==> src/design/ntc_pkg.sv <==
/*
  Package for the nonvolatile table access control block: register offsets,
  field positions, reset values, unlock pattern, target and operation codes.
  Assumes a byte-wide register port with one-cycle read latency.
*/
package ntc_pkg;

  localparam int ADDR_W = 3;
  localparam int DATA_W = 8;
  localparam int PTR_W = 22;
  localparam int PTR_LOW_W = 21;
  localparam int BLK_W = 5;

  // Register offsets
  localparam logic [ADDR_W-1:0] OFS_CTRL = 3'h0;
  localparam logic [ADDR_W-1:0] OFS_UNLOCK = 3'h1;
  localparam logic [ADDR_W-1:0] OFS_LATCH = 3'h2;
  localparam logic [ADDR_W-1:0] OFS_PTR_LOW = 3'h3;
  localparam logic [ADDR_W-1:0] OFS_PTR_HIGH = 3'h4;
  localparam logic [ADDR_W-1:0] OFS_PTR_UPPER = 3'h5;
  localparam logic [ADDR_W-1:0] OFS_IRQ7 = 3'h6;

  // Control register fields
  localparam int CTL_REGION_HI = 7;
  localparam int CTL_REGION_LO = 6;
  localparam int CTL_ERASE = 4;
  localparam int CTL_FAULT = 3;
  localparam int CTL_PERMIT = 2;
  localparam int CTL_START = 1;

  // Flag register field
  localparam int IRQ7_DONE = 5;

  // Region select codes
  localparam logic [1:0] REGION_EEPROM = 2'h0;
  localparam logic [1:0] REGION_FLASH = 2'h2;

  // Two-write unlock pattern
  localparam logic [DATA_W-1:0] UNLOCK_FIRST = 8'h55;
  localparam logic [DATA_W-1:0] UNLOCK_SECOND = 8'haa;

  // Pointer update modes of the table instructions
  localparam logic [1:0] UPD_NONE = 2'h0;
  localparam logic [1:0] UPD_POST_INC = 2'h1;
  localparam logic [1:0] UPD_POST_DEC = 2'h2;
  localparam logic [1:0] UPD_PRE_INC = 2'h3;

  // Array targets and operations
  localparam logic [1:0] TGT_EEPROM = 2'h0;
  localparam logic [1:0] TGT_FLASH = 2'h1;
  localparam logic [1:0] TGT_CONFIG = 2'h2;
  localparam logic [1:0] OP_WRITE = 2'h0;
  localparam logic [1:0] OP_ERASE = 2'h1;
  localparam logic [1:0] OP_ERASE_WRITE = 2'h2;

  localparam logic [DATA_W-1:0] RST_BYTE = 8'h00;

  typedef enum logic [1:0] {
    UNL_IDLE,
    UNL_HALF,
    UNL_ARMED
  } ntc_unlock_e;

endpackage

==> src/design/ntc_table_ctl.sv <==
/*
  Nonvolatile table access control: control/unlock/flag registers, table
  latch and 22-bit table pointer, table read/write sequencing, and the start
  and completion handshake toward the flash and EEPROM arrays.
  Assumes the arrays and the core run on i_clk; i_nv_done is a one-cycle
  pulse and i_fetch_data is valid in the cycle in which o_fetch_req stands.
*/
// Summary of operation
// - Region 00 targets data EEPROM
// - Region 10 targets program flash
// - Region x1 targets ID/configuration space
// - Unlock location stores nothing, reads zero
// - Erase select turns flash start into erase
// - Program only with permit; permit reset clear
// - Fault set on start, cleared on success
// - EEPROM start erases+writes; flash start writes
// - Software can only set start bit
// - Hardware clears start when operation ends
// - Completion flag sticky until software clears
// - Eight-bit table latch holds moving bytes
// - Upper, high, low bytes form 22-bit pointer
// - Low 21 bits address program memory
// - Top pointer bit selects ID/config space
// - Automatic updates touch low 21 bits only
// - Table read fetches byte into latch
// - Table write fills holding register by offset
// - Flash commit uses upper pointer bits only
`timescale 1ns/10ps
module ntc_table_ctl (
  input wire logic i_clk,
  input wire logic i_rst_n,
  input wire logic [ntc_pkg::ADDR_W-1:0] i_addr,
  input wire logic [ntc_pkg::DATA_W-1:0] i_wdata,
  input wire logic i_wr,
  input wire logic i_rd,
  output logic [ntc_pkg::DATA_W-1:0] o_rdata,
  input wire logic i_tbl_rd,
  input wire logic i_tbl_wr,
  input wire logic [1:0] i_tbl_mode,
  output logic o_fetch_req,
  output logic [ntc_pkg::PTR_W-1:0] o_fetch_addr,
  input wire logic [ntc_pkg::DATA_W-1:0] i_fetch_data,
  output logic o_hold_we,
  output logic [ntc_pkg::BLK_W-1:0] o_hold_idx,
  output logic [ntc_pkg::DATA_W-1:0] o_hold_data,
  output logic o_nv_start,
  output logic [1:0] o_nv_target,
  output logic [1:0] o_nv_op,
  output logic [ntc_pkg::PTR_W-1:0] o_nv_addr,
  output logic [ntc_pkg::DATA_W-1:0] o_nv_data,
  input wire logic i_nv_done,
  input wire logic i_nv_ok,
  output logic o_busy,
  output logic o_done_flag
);
  import ntc_pkg::*;

  typedef struct packed {
    logic [1:0] region;
    logic erase_sel;
    logic fault;
    logic permit;
    logic start;
    logic done_flag;
    ntc_unlock_e unlock;
    logic [DATA_W-1:0] latch;
    logic [PTR_W-1:0] ptr;
    logic fetch_pend;
    logic fetch_req;
    logic [PTR_W-1:0] fetch_addr;
    logic hold_we;
    logic [BLK_W-1:0] hold_idx;
    logic [DATA_W-1:0] hold_data;
    logic nv_start;
    logic [1:0] nv_target;
    logic [1:0] nv_op;
    logic [PTR_W-1:0] nv_addr;
    logic [DATA_W-1:0] nv_data;
    logic [DATA_W-1:0] rdata;
  } ntc_state_s;

  logic rst_meta_q;
  logic rst_sync_q;
  ntc_state_s s_q;
  ntc_state_s s_d;

  // Reset is released through two flops so every state flop leaves reset together
  always_ff @(posedge i_clk or negedge i_rst_n) begin
    if (!i_rst_n) begin
      rst_meta_q <= 1'b0;
      rst_sync_q <= 1'b0;
    end else begin
      rst_meta_q <= 1'b1;
      rst_sync_q <= rst_meta_q;
    end
  end

  logic [PTR_LOW_W-1:0] low_inc;
  logic [PTR_LOW_W-1:0] low_dec;
  logic [PTR_W-1:0] ptr_inc;
  logic [PTR_W-1:0] ptr_dec;
  logic [1:0] target;
  logic [1:0] op;

  always_comb begin
    low_inc = s_q.ptr[PTR_LOW_W-1:0] + 21'h000001;
    low_dec = s_q.ptr[PTR_LOW_W-1:0] - 21'h000001;
    ptr_inc = {s_q.ptr[PTR_W-1], low_inc};
    ptr_dec = {s_q.ptr[PTR_W-1], low_dec};
  end

  // Region decode and the operation a start launches
  always_comb begin
    if (s_q.region[0]) begin
      target = TGT_CONFIG;
    end else if (s_q.region == REGION_FLASH) begin
      target = TGT_FLASH;
    end else begin
      target = TGT_EEPROM;
    end
    case (target)
      TGT_EEPROM: op = OP_ERASE_WRITE;
      TGT_FLASH: op = s_q.erase_sel ? OP_ERASE : OP_WRITE;
      default: op = OP_WRITE;
    endcase
  end

  logic wr_ctrl;
  logic start_req;
  logic start_ok;
  logic finish;

  always_comb begin
    wr_ctrl = i_wr && (i_addr == OFS_CTRL);
    start_req = wr_ctrl && i_wdata[CTL_START] && !s_q.start;
    // A start without permission or without the unlock pattern is dropped
    start_ok = start_req && s_q.permit && (s_q.unlock == UNL_ARMED);
    finish = s_q.start && i_nv_done;
  end

  always_comb begin
    s_d = s_q;
    s_d.fetch_req = 1'b0;
    s_d.fetch_pend = 1'b0;
    s_d.hold_we = 1'b0;
    s_d.nv_start = 1'b0;
    s_d.rdata = RST_BYTE;

    // Any register write other than the pattern step disarms the unlock
    if (i_wr) begin
      if (i_addr == OFS_UNLOCK) begin
        if (i_wdata == UNLOCK_FIRST) begin
          s_d.unlock = UNL_HALF;
        end else if (i_wdata == UNLOCK_SECOND && s_q.unlock == UNL_HALF) begin
          s_d.unlock = UNL_ARMED;
        end else begin
          s_d.unlock = UNL_IDLE;
        end
      end else begin
        s_d.unlock = UNL_IDLE;
      end
    end

    if (wr_ctrl) begin
      s_d.permit = i_wdata[CTL_PERMIT];
      if (!s_q.start) begin
        s_d.region = i_wdata[CTL_REGION_HI:CTL_REGION_LO];
        s_d.erase_sel = i_wdata[CTL_ERASE];
      end
    end

    if (start_ok) begin
      s_d.start = 1'b1;
      s_d.fault = 1'b1;
      s_d.nv_start = 1'b1;
      s_d.nv_target = target;
      s_d.nv_op = op;
      s_d.nv_data = s_q.latch;
      if (target == TGT_FLASH) begin
        s_d.nv_addr = {s_q.ptr[PTR_W-1:BLK_W], {BLK_W{1'b0}}};
      end else begin
        s_d.nv_addr = s_q.ptr;
      end
    end

    if (finish) begin
      s_d.start = 1'b0;
      if (i_nv_ok) begin
        s_d.fault = 1'b0;
      end
    end

    // Pointer and latch writes are frozen during a programming cycle
    if (i_wr && !s_q.start) begin
      case (i_addr)
        OFS_LATCH: s_d.latch = i_wdata;
        OFS_PTR_LOW: s_d.ptr[7:0] = i_wdata;
        OFS_PTR_HIGH: s_d.ptr[15:8] = i_wdata;
        OFS_PTR_UPPER: s_d.ptr[PTR_W-1:16] = i_wdata[PTR_W-17:0];
        default: s_d.ptr = s_d.ptr;
      endcase
    end

    // Software clears the flag by writing zero; completion wins the tie
    if (i_wr && i_addr == OFS_IRQ7) begin
      s_d.done_flag = s_q.done_flag & i_wdata[IRQ7_DONE];
    end
    if (finish) begin
      s_d.done_flag = 1'b1;
    end

    // Table instructions; ignored while the arrays are busy
    if (!s_q.start && (i_tbl_rd || i_tbl_wr)) begin
      case (i_tbl_mode)
        UPD_POST_INC: s_d.ptr = ptr_inc;
        UPD_POST_DEC: s_d.ptr = ptr_dec;
        UPD_PRE_INC: s_d.ptr = ptr_inc;
        default: s_d.ptr = s_q.ptr;
      endcase
      if (i_tbl_rd) begin
        s_d.fetch_req = 1'b1;
        s_d.fetch_pend = 1'b1;
        // All 22 bits go out, so the top bit reaches the config space
        s_d.fetch_addr = (i_tbl_mode == UPD_PRE_INC) ? ptr_inc : s_q.ptr;
      end else begin
        s_d.hold_we = 1'b1;
        s_d.hold_data = s_q.latch;
        if (i_tbl_mode == UPD_PRE_INC) begin
          s_d.hold_idx = ptr_inc[BLK_W-1:0];
        end else begin
          s_d.hold_idx = s_q.ptr[BLK_W-1:0];
        end
      end
    end

    // Fetched byte lands in the latch one cycle after the request
    if (s_q.fetch_pend) begin
      s_d.latch = i_fetch_data;
    end

    if (i_rd) begin
      case (i_addr)
        OFS_CTRL: begin
          s_d.rdata = {s_q.region, 1'b0, s_q.erase_sel, s_q.fault, s_q.permit, s_q.start, 1'b0};
        end
        OFS_UNLOCK: s_d.rdata = RST_BYTE;
        OFS_LATCH: s_d.rdata = s_q.latch;
        OFS_PTR_LOW: s_d.rdata = s_q.ptr[7:0];
        OFS_PTR_HIGH: s_d.rdata = s_q.ptr[15:8];
        OFS_PTR_UPPER: s_d.rdata = {2'h0, s_q.ptr[PTR_W-1:16]};
        OFS_IRQ7: s_d.rdata = {2'h0, s_q.done_flag, 5'h00};
        default: s_d.rdata = RST_BYTE;
      endcase
    end
  end

  always_ff @(posedge i_clk or negedge rst_sync_q) begin
    if (!rst_sync_q) begin
      s_q <= '0;
    end else begin
      s_q <= s_d;
    end
  end

  always_comb begin
    o_rdata = s_q.rdata;
    o_fetch_req = s_q.fetch_req;
    o_fetch_addr = s_q.fetch_addr;
    o_hold_we = s_q.hold_we;
    o_hold_idx = s_q.hold_idx;
    o_hold_data = s_q.hold_data;
    o_nv_start = s_q.nv_start;
    o_nv_target = s_q.nv_target;
    o_nv_op = s_q.nv_op;
    o_nv_addr = s_q.nv_addr;
    o_nv_data = s_q.nv_data;
    o_busy = s_q.start;
    o_done_flag = s_q.done_flag;
  end

endmodule

==> config.mk <==
export PLATFORM = sky130hd
export DESIGN_NAME = ntc_table_ctl
export DESIGN_NICKNAME = d
export VERILOG_FILES = /design/src/design/ntc_pkg.sv /design/src/design/ntc_table_ctl.sv
export SDC_FILE = /design/constraint.sdc
export NUM_CORES = 1
export LEC_CHECK = 0
export BUFFER_PORTS_ARGS = -buffer_cell sky130_fd_sc_hd__buf_2
export CAP_MARGIN = 20
export CORE_ASPECT_RATIO = 1.25
export CORE_MARGIN = 4
export CORE_UTILIZATION = 55
export CTS_CLUSTER_DIAMETER = 40
export DETAILED_ROUTE_END_ITERATION = 8
export HOLD_SLACK_MARGIN = 0.12
export PLACE_DENSITY = 0.81
export SYNTH_ARGS = -nofsm -noshare
export SYNTH_HDL_FRONTEND = slang
export SYNTH_SLANG_ARGS = --single-unit
==> constraint.sdc <==
create_clock -name i_clk -period 6.8 [get_ports i_clk]
set_input_delay 0.68 -clock i_clk [delete_from_list [all_inputs] [get_ports i_clk]]
set_output_delay 0.68 -clock i_clk [all_outputs]
set_load 0.005 [all_outputs]
==> After elaboration in Yosys (flattened, before gate mapping) <==
Cells that the tools add are included.
{ "totals": {"ff_bits": 122, "input_bits": 29, "out_inout_bits": 82, "elab_cells": 109} }
{ "op_classes": {"n_mux": 30, "n_reduce_logical": 31, "n_eq_ne": 16, "bitwise_logic": 4, "addsub": 2} }
{ "ops": {"columns": ["operator", "n"], "rows": [
  ["60-bit 2-to-1 mux", 1],
  ["8-bit case mux with 6 select lines", 1],
  ["21-bit case mux with 2 select lines", 1],
  ["8-bit 2-to-1 mux", 5],
  ["35-bit 2-to-1 mux", 1],
  ["30-bit 2-to-1 mux", 1],
  ["24-bit 2-to-1 mux", 1],
  ["21-bit by 1-bit adder with 21-bit output, second input constant", 1],
  ["21-bit 2-to-1 mux", 1],
  ["21-bit by 1-bit subtractor with 21-bit output, second input constant", 1],
  ["2-bit nonzero test", 8],
  ["14-bit 2-to-1 mux", 1],
  ["3-bit AND reduction", 4],
  ["1-bit logical AND", 10],
  ["5-bit 2-to-1 mux", 2],
  ["3-bit == test, second input constant", 3],
  ["1-bit 2-to-1 mux", 9],
  ["2-bit == test, second input constant", 4],
  ["8-bit by 7-bit == test with 1-bit output, second input constant", 1],
  ["8-bit == test, second input constant", 1],
  ["2-bit 2-to-1 mux", 4],
  ["2-bit AND reduction", 4],
  ["2-bit by 1-bit == test with 1-bit output, second input constant", 3],
  ["3-bit by 2-bit == test with 1-bit output, second input constant", 2],
  ["11 further kinds", 13]
]} }

==> Depth between registers and ports, before layout <==
Gate-level depths: netlist of the first run.
{ "logic_depth": {"word_depth": 9, "ltp_mapped": 8, "ltp_nobuf": 7} }

==> Least setup slack after synthesis of the first run <==
No wires, ideal clock.
{ "synth_path": {"kind": "input -> register", "from": "in i_tbl_mode[0]", "to": "reg s_q[91] (netlist name)", "t_arrival_ns": 2.146, "path_stages": 6, "setup_slack_ns": 4.585, "cell_sequence": "clkbuf_1 > nor4b_2 > nand2_1 > or3_1 > a2111o_1 > nand3_1"} }
{ "synth_between": {"elab_chain_cells": 4, "word_cells_on_any_way": 8, "cone_classes": "4 x eq/ne; 2 x mux; 2 x reduce/logical"} }
{ "synth_rtl": {"columns": ["item", "line_no", "source"], "rows": [
  ["from (decl)", "ntc_table_ctl.sv:39", "input wire logic [1:0] i_tbl_mode,"],
  ["2-bit == test or 2-bit by 1-bit == test with 1-bit output (tied branches)", "ntc_table_ctl.sv:214", "case (i_tbl_mode)"],
  ["2-bit OR reduction (no line)", null, null],
  ["3-bit by 2-bit inequality test with 1-bit output (no line) or 21-bit case mux with 2 select lines (tied branches)", null, null],
  ["3-bit AND reduction (no line) or 60-bit 2-to-1 mux (tied branches)", null, null],
  ["to (signal assigned)", "ntc_table_ctl.sv:259", "s_q <= '0;"],
  ["to (signal assigned)", "ntc_table_ctl.sv:261", "s_q <= s_d;"],
  ["to (decl)", "ntc_table_ctl.sv:84", "ntc_state_s s_q;"]
]} }
Parallel ways exist; a longest one is shown, timed or not. The select of a mux whose other input is x is not followed.
A chain may end at the register's enable or synchronous reset.

==> Worst setup path in the final report of the first run <==
{ "layout_path": {"from": "in i_addr[2] (netlist name)", "to": "reg s_q[100] (netlist name)"} }
{ "layout_between": {"elab_chain_cells": 3} }
{ "layout_rtl": {"columns": ["item", "line_no", "source"], "rows": [
  ["from (decl)", "ntc_table_ctl.sv:32", "input wire logic [ntc_pkg::ADDR_W-1:0] i_addr,"],
  ["3-bit == test", "ntc_table_ctl.sv:195", "case (i_addr)"],
  ["2-bit nonzero test (no line)", null, null],
  ["3-bit AND reduction (no line)", null, null]
]} }
No other way between the ends.

==> results.txt, run 1 <==
Outcome -> completed
Crit path launch type -> primary input
Sw Ratio -> 33.1%
Global-route wire length before repair -> 30000 um
Wire per inst -> 20.0 um
CTS Buffer Depth -> 2
Syn_area_per_cell -> 8.93 um^2
IO Pins -> 111
Synth Area in Simple Gates -> 21.0%
Area of the mapped netlist -> 6870 um^2
Starting Density -> 56.5%
Synth top area share -> 44.1%
Post-synthesis sequential area ratio -> 44.1%
DRT Pass-1 Iters -> 6
Yosys reg bits -> 121
Hold slack -> 0.343 ns
Unrepaired setup endpoints after global routing -> no
Detailed Route WL -> 18900 um
CTS buffer count -> 17
CTS tree -> yes
HPWL Detailed -> 13100 um
Dpl ws -> 3.81 ns
Initial DRC count -> 546
Async S/R FF share, synth -> 100%
PD cells -> 319 nW/um^2
Clk pwr share -> 40.2%
Cts-stage hold buffer count -> 1
Final ANT Viol Nets -> 0
Reg2reg path depth -> 7
Number of max-cap violations -> 0
Core Box Area -> 12200 um^2
Largest net degree at the start of global routing -> 78
Congestion Overflow GR -> 0
EDFF count, synth -> 0
Htree depth -> 4
Layout area overhead -> 9.42%
Endpoints failing hold -> 0
Final layout net count -> 800
Least-Margin Pin Slew -> 1.16 ns
I/O Buffers -> 110
Sw power -> 0.000795 W
Top FF cell, synth -> dfrtp_1
Post-synthesis mux area share -> 5.63%
CP Data Required Time -> 7.16 ns
Sequential share of power -> 42.9%
Ys Warns -> 0
Post-Synth XOR/XNOR Area -> 2.93%
Final worst slack -> 4.14 ns
Vias in the first global route -> 5538
Vias -> 5740
Crit share post-route -> 39.1%
Root Driver -> clkbuf_16
Clk_skew -> 0.0108 ns
Diodes inserted -> 0
Cells after synthesis -> 769
CP max FO -> 13
Internal power -> 0.00160 W
RePlAce Congestion -> 0.995
Clock transition at path regs -> 0.06 ns
Post-route minimum period -> 2.66 ns
Critical Path AT -> 3.02 ns
Synth top area cells -> dfrtp_1 44%, nand2_1 8.5%, buf_4 8.4%
# rows -> 45
Vias per inst -> 6.07
Final setup viols -> 0
# DRC -> 0
Die area -> 14400 um^2
Critical setup path kind -> primary input to flop
Final TNS setup -> 0 ns
Resize count post-CTS -> 0
Die X -> 108 um
Clock latency on the worst-skew pair -> 0.42 ns
Die H -> 133 um
Syn nets -> 800
Comb pwr share -> 16.9%
Worst vdd ir -> 0.000183 V
Largest family of logic cells by synthesized area -> simple AND/OR/NAND/NOR gates
Cell taking the most area after synthesis -> dfrtp_1
GRT Total Usage -> 26.7%
Max-slew headroom -> 22.8%
Post-synthesis compound-gate area fraction -> 13.3%
Ratio of cells with drive above 1 in the final layout -> 23.5%
HP Class -> flop to async pin
Post-Synth Adder-Cell Area -> 0.364%
Crit end category -> flop
Clock sinks -> 121
FMAX -> 376 MHz
Max-slew violation count -> 0
Synth cell types -> 67
Post-CTS setup buffers -> 0
Post-layout util -> 61.8%
Leak Pwr -> 3.49 nW
Initial antenna violation count -> 0
==> through the flow <==
step	instances	power, W	cell area, um^2
after floorplan	769	0.00132	6870
after global placement	911	0.00142	6840
after detailed placement	911	0.00144	6840
after CTS	944	0.00240	7480
after global routing	946	0.00250	7520
final	946	0.00240	7520
==> critical path: stages <==
cell     delay (ns)
buf_2          0.22
nor2b_1        0.72
a32oi_1        0.56
or3_1          0.49
mux2_2         0.27
nand3_1        0.08
==> final timing paths <==
kind                       slack, ns  startpoint            end
setup / recovery                4.14   i_addr[2]       s_q[100]
hold / removal                  0.34  rst_sync_q       s_q[111]
setup reg to reg                4.25     s_q[81]        s_q[91]
hold reg to reg                 0.34  rst_sync_q       s_q[111]
max in group asynchronous       5.08  rst_sync_q  o_hold_idx[4]
min in group i_clk              0.35  rst_meta_q     rst_sync_q
==> power by group through the flow <==
stage / sequential [W] / clock, W / combinational, W
final: 0.00103 / 0.000964 / 0.000406
after global routing: 0.00104 / 0.00100 / 0.000454
after CTS: 0.00102 / 0.000972 / 0.000403
after detailed placement: 0.00104 / 0 / 0.000399
after global placement: 0.00103 / 0 / 0.000388
after floorplan: 0.000906 / 0 / 0.000419
==> registers in the layout, summed over array words and instances (netlist names), 2 cells and up <==
signal / count
o_fetch_addr: 22
o_hold_idx: 5
o_hold_data: 8
s_q: 37
o_nv_data: 8
o_nv_op: 2
o_nv_addr: 22
o_nv_target: 2
o_rdata: 8
==> final cells by class <==
cell class                 count  area [um^2]
inverter                      13         48.8
sequential                   121         3030
clock inverter                15          204
tap                          164          205
timing repair buffer         116          618
clock buffer                  17          425
multi-input combinational    500         2980
fill                        1053         4650
==> layer usage <==
layer | vias to the layer above | share of wire (%) | track usage [%]
li1 | 2601 | - | -
met1 | 2785 | 42 | 36.6
met2 | 299 | 47 | 41.6
met3 | 55 | 8.4 | 5.56
met4 | 0 | 3.0 | 10.5
met5 | - | 0 | 0
==> cell usage after synthesis (13+ instances only) <==
cell / number
nand2_1: 155
dfrtp_1: 121
buf_4: 77
o21ai_0: 52
clkbuf_1: 46
nand3_1: 32
nor2_1: 29
a21oi_1: 24
mux2_2: 21
xor2_1: 17
mux2i_1: 15
inv_1: 13
nor3_1: 13
==> cell families after synthesis <==
kind of cell    count (synthesis)
buf+inv                       148
mux                            36
simple gates                  298
other cells                     1
xor+xnor                       23
compound gates                140
flops                         121
fa+ha+maj                       2
==> cell usage in the layout, fill, tap and decap left out, drive strengths merged, types with 3 or more instances in the layout <==
master and instances:
nand2 157, dfrtp 121, buf 115, o21ai 53
nand3 32, nor2 29, a21oi 24, mux2 21
inv 21, xor2 17, clkbuf 17, mux2i 15
nor3 13, nand4 11, nor4 10, and2 6
a221oi 6, xnor2 6, o31ai 5, nand2b 5
a31oi 5, a32oi 5, or4 5, o22ai 5
and4 5, nor4b 5, nor2b 4, a22oi 4
or3 4, a22o 4, nand4b 3, and3 3
o32a 3, o211ai 3, a41oi 3, bufinv 3
clkinv 3
(Power assumes the default switching activity.)
==> run 2, diff against run 1 <==
Settings changed: CORE_UTILIZATION 55 to 52, PLACE_DENSITY 0.81 to 0.8.
Clock period 6.8 ns to 2.3 ns, I/O delays scaled along.
==> results.txt, run 2 (synthesized netlist as in run 1, its figures left out) <==
# rows -> 46 (+2.2%)
Worst vdd ir -> 0.000531 V (+190%)
Vias per inst -> 5.96 (-1.7%)
CTS tree -> yes
CP cell instances -> buf_4, nor4_2, nand4_1, inv_2, buf_12, nor2_1, a31oi_1, dlygate4sd3_1
Diodes inserted -> 0 (unchanged)
Least-Margin Pin Slew -> 0.605 ns (-0.553 ns)
Seq. cell area -> 3030 um^2 (about the same)
Final layout net count -> 856 (+7.0%)
Global-route wire length before repair -> 31300 um (+4.4%)
DRT Pass-1 Iters -> 7 (+1)
Critical Path AT -> 2.55 ns (-0.47 ns)
FMAX -> 453 MHz
Max FFs per register -> 37 (unchanged)
Largest Register -> s_q
Clock sinks -> 121 (unchanged)
Max-slew headroom -> 59.7% (+37 points)
RePlAce Congestion -> 0.962 (-3.3%)
Initial antenna violation count -> 0 (unchanged)
Vias -> 6000 (+4.5%)
Slowest cell on the critical path -> dlygate4sd3_1
Vias in the first global route -> 5987 (+8.1%)
Layout area overhead -> 15.8%
Endpoints failing hold -> 0 (unchanged)
Multi-input gate area -> 2980 um^2 (-0.13%)
Wire per inst -> 19.5 um (-2.2%)
Final ANT Viol Nets -> 0 (unchanged)
Number of max-cap violations -> 0 (unchanged)
Die H -> 137 um (+2.7%)
Clock latency on the worst-skew pair -> 0.41 ns (about the same)
Clock transition at path regs -> 0.06 ns (about the same)
Max-slew violation count -> 0 (unchanged)
Most common cell after layout, fill and taps aside -> nand2_1
Congestion Overflow GR -> 0 (unchanged)
Critical path's largest stage delay -> 0.57 ns (-0.15 ns)
Die X -> 111 um (+2.6%)
GRT Total Usage -> 26.1% (-0.61 points)
Htree depth -> 4 (unchanged)
Crit share post-route -> 95.9%
CTS buffer count -> 17 (unchanged)
Starting Density -> 53.5% (-3.0 points)
Die area -> 15100 um^2 (+5.4%)
Critical setup path kind -> flop to flop
Leak Pwr -> 3.75 nW (+7.2%)
# DRC -> 0 (unchanged)
Outcome -> completed
HPWL Detailed -> 13800 um (+5.3%)
Final setup viols -> 0 (unchanged)
Total power -> 0.00710 W (+200%)
Clk_skew -> 0.00851 ns (-0.00225 ns)
Core Box Area -> 12800 um^2 (+5.5%)
Detailed Route WL -> 19700 um (+4.0%)
Crit path launch type -> flop
HP Class -> primary input to flop
Final TNS setup -> 0 ns (unchanged)
CTS Buffer Depth -> 2 (unchanged)
CP max FO -> 15 (+2)
Post-route minimum period -> 2.21 ns
Unrepaired setup endpoints after global routing -> no
Fill cell count -> 1038 (-1.4%)
Most used cells in the layout excluding fill and tap cells -> 155 x nand2_1, 119 x dfrtp_1, 110 x buf_2
Initial DRC count -> 560 (+2.6%)
I/O Buffers -> 110 (unchanged)
CP Data Required Time -> 2.65 ns (-4.51 ns)
PD cells -> 893 nW/um^2 (+180%)
Largest net degree at the start of global routing -> 44 (-44%)
Ratio of cells with drive above 1 in the final layout -> 27.4% (+3.9 points)
IO Pins -> 111 (unchanged)
Root Driver -> clkbuf_16
Crit end category -> flop
run 2: worst paths after layout:
kind                       slack, ns       startpoint       endpoint  cells after the start
hold reg to reg                 0.32       rst_sync_q   o_nv_data[5]                      0
hold / removal                  0.13  i_fetch_data[5]       s_q[108]                      3
max in group asynchronous       1.36       rst_sync_q  o_nv_addr[14]                      1
min in group asynchronous       0.32       rst_sync_q   o_nv_data[5]                      0
setup reg to reg                0.09           o_busy       s_q[116]                      8
setup / recovery                0.09           o_busy       s_q[116]                      8
run 2: power by group:
part | total, W | internal (W) | switching [W]
logic | 0.00159 | 0.000701 | 0.000885
clock network | 0.00269 | 0.00163 | 0.00106
registers | 0.00283 | 0.00244 | 0.000388
run 2: layout make-up:
class	instances	share of cell area [%]
Sequential cell	121	38.1
Tap cell	168	2.64
Timing Repair Buffer	172	13.8
Clock inverter	13	1.79
Clock buffer	19	5.57
Multi-Input combinational cell	500	37.4
Inverter	13	0.613
run 2: metal layers:
layer / share of wire (%) / vias up / global-route usage (%) / wire [um]
met3: 8.8 / 72 / 5.97 / 1730
met4: 4.1 / 0 / 15.1 / 816
li1: - / 2722 / - / -
met2: 48 / 359 / 42.5 / 9490
met1: 39 / 2847 / 32.1 / 7630
met5: 0 / - / 0 / 0
run 2: per-stage QoR:
stage	cells	cell area (um^2)	util, %	hold slack (ns)	setup WS (ns)
final	1006	7960	62.0	0.133	0.0936
after floorplan	769	6870	-	-0.0656	0.213
after global routing	1006	7960	62.0	0.141	0.00236
after CTS	1003	7910	61.7	0.121	0.0717
after detailed placement	960	7220	56.2	0.0172	0.192
after global placement	960	7220	56.2	0.0153	0.210
run 2: what timing repair did:
item,4_1_cts,5_1_grt
hold endpoints to repair,12,0
endpoints found under the setup margin,0,2
setup buffers,0,2
hold buffers,11,0
resized for setup,0,2
run 2: critical path, delay by kind of cell, from the launching register on:
family / cells / cell delay (ns)
DFF: 1 / 0.41
buffers and inverters: 4 / 1.05
and+or+nand+nor: 3 / 0.54
AOI/OAI and AO/OA: 1 / 0.14
==> run 3, diff against run 2 <==
--- a/config.mk
+++ b/config.mk
@@ -6,13 +6,13 @@
 export NUM_CORES = 1
 export LEC_CHECK = 0
-export BUFFER_PORTS_ARGS = -buffer_cell sky130_fd_sc_hd__buf_2
 export CAP_MARGIN = 20
 export CORE_ASPECT_RATIO = 1.25
 export CORE_MARGIN = 4
-export CORE_UTILIZATION = 52
+export CORE_UTILIZATION = 55
 export CTS_CLUSTER_DIAMETER = 40
 export DETAILED_ROUTE_END_ITERATION = 8
+export DONT_BUFFER_PORTS = 1
 export HOLD_SLACK_MARGIN = 0.12
-export PLACE_DENSITY = 0.8
+export PLACE_DENSITY = 0.76
 export SYNTH_ARGS = -nofsm -noshare
 export SYNTH_HDL_FRONTEND = slang
==> constraint.sdc (replaced) <==
create_clock -name i_clk -period 2.3 [get_ports i_clk]
set_input_delay 0.23 -clock i_clk [delete_from_list [all_inputs] [get_ports i_clk]]
set_output_delay 0.23 -clock i_clk [all_outputs]
set_load 0.01 [all_outputs]
==> results.txt, run 3 (synthesized netlist as in run 1, its figures left out) <==
Congestion Overflow GR -> 0 (unchanged)
Global-route wire length before repair -> 32900 um (+5.0%)
Wire per inst -> 23.0 um (+17%)
Detailed Route WL -> 21000 um (+6.7%)
CTS tree -> yes
Clock transition at path regs -> 0.06 ns (about the same)
Vias -> 5740 (-4.3%)
Final TNS setup -> 0 ns (unchanged)
Vias per inst -> 6.28 (+5.3%)
Crit path launch type -> flop
Starting Density -> 56.5% (+3.0 points)
Most common cell after layout, fill and taps aside -> nand2_1
Clk_skew -> 0.00937 ns (+0.000863 ns)
HP Class -> primary input to flop
FMAX -> 457 MHz (+0.77%)
Hold slack -> 0.129 ns (-0.00415 ns)
Layout area overhead -> 11.3%
Worst vdd ir -> 0.000483 V (-9.0%)
Clock latency on the worst-skew pair -> 0.42 ns (about the same)
Crit share post-route -> 95.2% (-0.74 points)
Outcome -> completed
Die area -> 14400 um^2 (-5.1%)
Crit end category -> flop
# rows -> 45 (-2.2%)
Core Box Area -> 12200 um^2 (-5.2%)
Critical Path AT -> 2.48 ns (-0.07 ns)
Total power -> 0.00722 W (+1.7%)
CP max FO -> 7 (-8)
Ratio of cells with drive above 1 in the final layout -> 16.6% (-11 points)
Critical setup path kind -> flop to flop
CTS buffer count -> 17 (unchanged)
Max-slew headroom -> 29.0% (-31 points)
I/O Buffers -> 0 (-100%)
Post-CTS setup buffers -> 0 (unchanged)
Initial antenna violation count -> 1 (+1)
Placed cells -> 853 (-11%)
DRT Pass-1 Iters -> 5 (-2)
RePlAce Congestion -> 0.971 (+0.99%)
Largest net degree at the start of global routing -> 42 (-4.5%)
Final ANT Viol Nets -> 0 (unchanged)
Vias in the first global route -> 5792 (-3.3%)
Clock sinks -> 121 (unchanged)
Endpoints failing hold -> 0 (unchanged)
Final layout net count -> 767 (-10%)
Htree depth -> 4 (unchanged)
HPWL Detailed -> 14100 um (+2.3%)
CTS Buffer Depth -> 2 (unchanged)
Unrepaired setup endpoints after global routing -> yes
Non-Filler Instances -> 914 (-9.1%)
Max FFs per register -> 37 (unchanged)
IO Pins -> 111 (unchanged)
Least-Margin Pin Slew -> 1.06 ns (+0.455 ns)
GRT Total Usage -> 30.1% (+4.0 points)
Number of max-cap violations -> 0 (unchanged)
Initial DRC count -> 569 (+1.6%)
Post-route minimum period -> 2.19 ns (-0.0169 ns)
Largest Register -> s_q
PD cells -> 945 nW/um^2 (+5.8%)
CP Data Required Time -> 2.59 ns (-0.06 ns)
Leak Pwr -> 3.34 nW (-11%)
Die X -> 108 um (-2.6%)
Die H -> 133 um (-2.6%)
# DRC -> 0 (unchanged)
Most used cells in the layout excluding fill and tap cells -> 155 x nand2_1, 120 x dfrtp_1, 52 x o21ai_0
Root Driver -> clkbuf_16
Max-slew violation count -> 0 (unchanged)
Final setup viols -> 0 (unchanged)
==> run 3: layer usage <==
metal	vias up	share of wire (%)	track usage, %
li1	2529	-	-
met1	2773	37	36.5
met2	343	48	47.7
met3	95	8.8	8.54
met4	0	5.8	17.3
met5	-	0	0
==> run 3: worst max-delay path, stage by stage (launching register included) <==
cell and delay (ns):
dfrtp_1 0.46, or4_1 0.74, nor4_1 0.42, a311oi_1 0.13
o21ai_0 0.22, o21ai_1 0.09
==> run 3: through the flow <==
stage	setup WS, ns	instance area, um^2	util, %
global route	-0.00963	7640	62.9
global placement	0.185	6730	55.3
CTS	0.121	7630	62.7
finish	0.111	7640	62.9
detailed placement	0.156	6730	55.3
floorplan	0.213	6870	-
==> run 3: what timing repair did <==
action / CTS / global route
hold buffers: 28 / 0
resized for setup: 0 / 2
hold endpoints to repair: 38 / 0
endpoints found under the setup margin: 0 / 2
==> run 3: area by class of cell <==
type                    count  area, um^2
diodes                      1        2.50
clock buffers              17         425
clock inverters            15         193
fillers                  1000        4520
inverters                  13        48.8
multi-input cells         500        3000
flip-flops and latches    121        3030
well taps                 164         205
repair buffers             83         743
==> run 3: worst paths after layout <==
check / from / end / slack (ns) / cells after the start
hold / removal: i_addr[2] / o_rdata[2] / 0.13 / 3
min in group asynchronous: rst_sync_q / o_fetch_addr[8] / 0.34 / 0
setup reg to reg: s_q[81] / s_q[90] / 0.11 / 5
max in group asynchronous: rst_sync_q / o_nv_op[0] / 1.33 / 1
hold reg to reg: rst_sync_q / o_fetch_addr[8] / 0.34 / 0
setup / recovery: s_q[81] / s_q[90] / 0.11 / 5
==> run 3: where the power goes <==
part           internal [W]  switching (W)  total [W]
clock network       0.00173        0.00108    0.00281
logic              0.000638       0.000879    0.00152
registers           0.00244       0.000457    0.00290
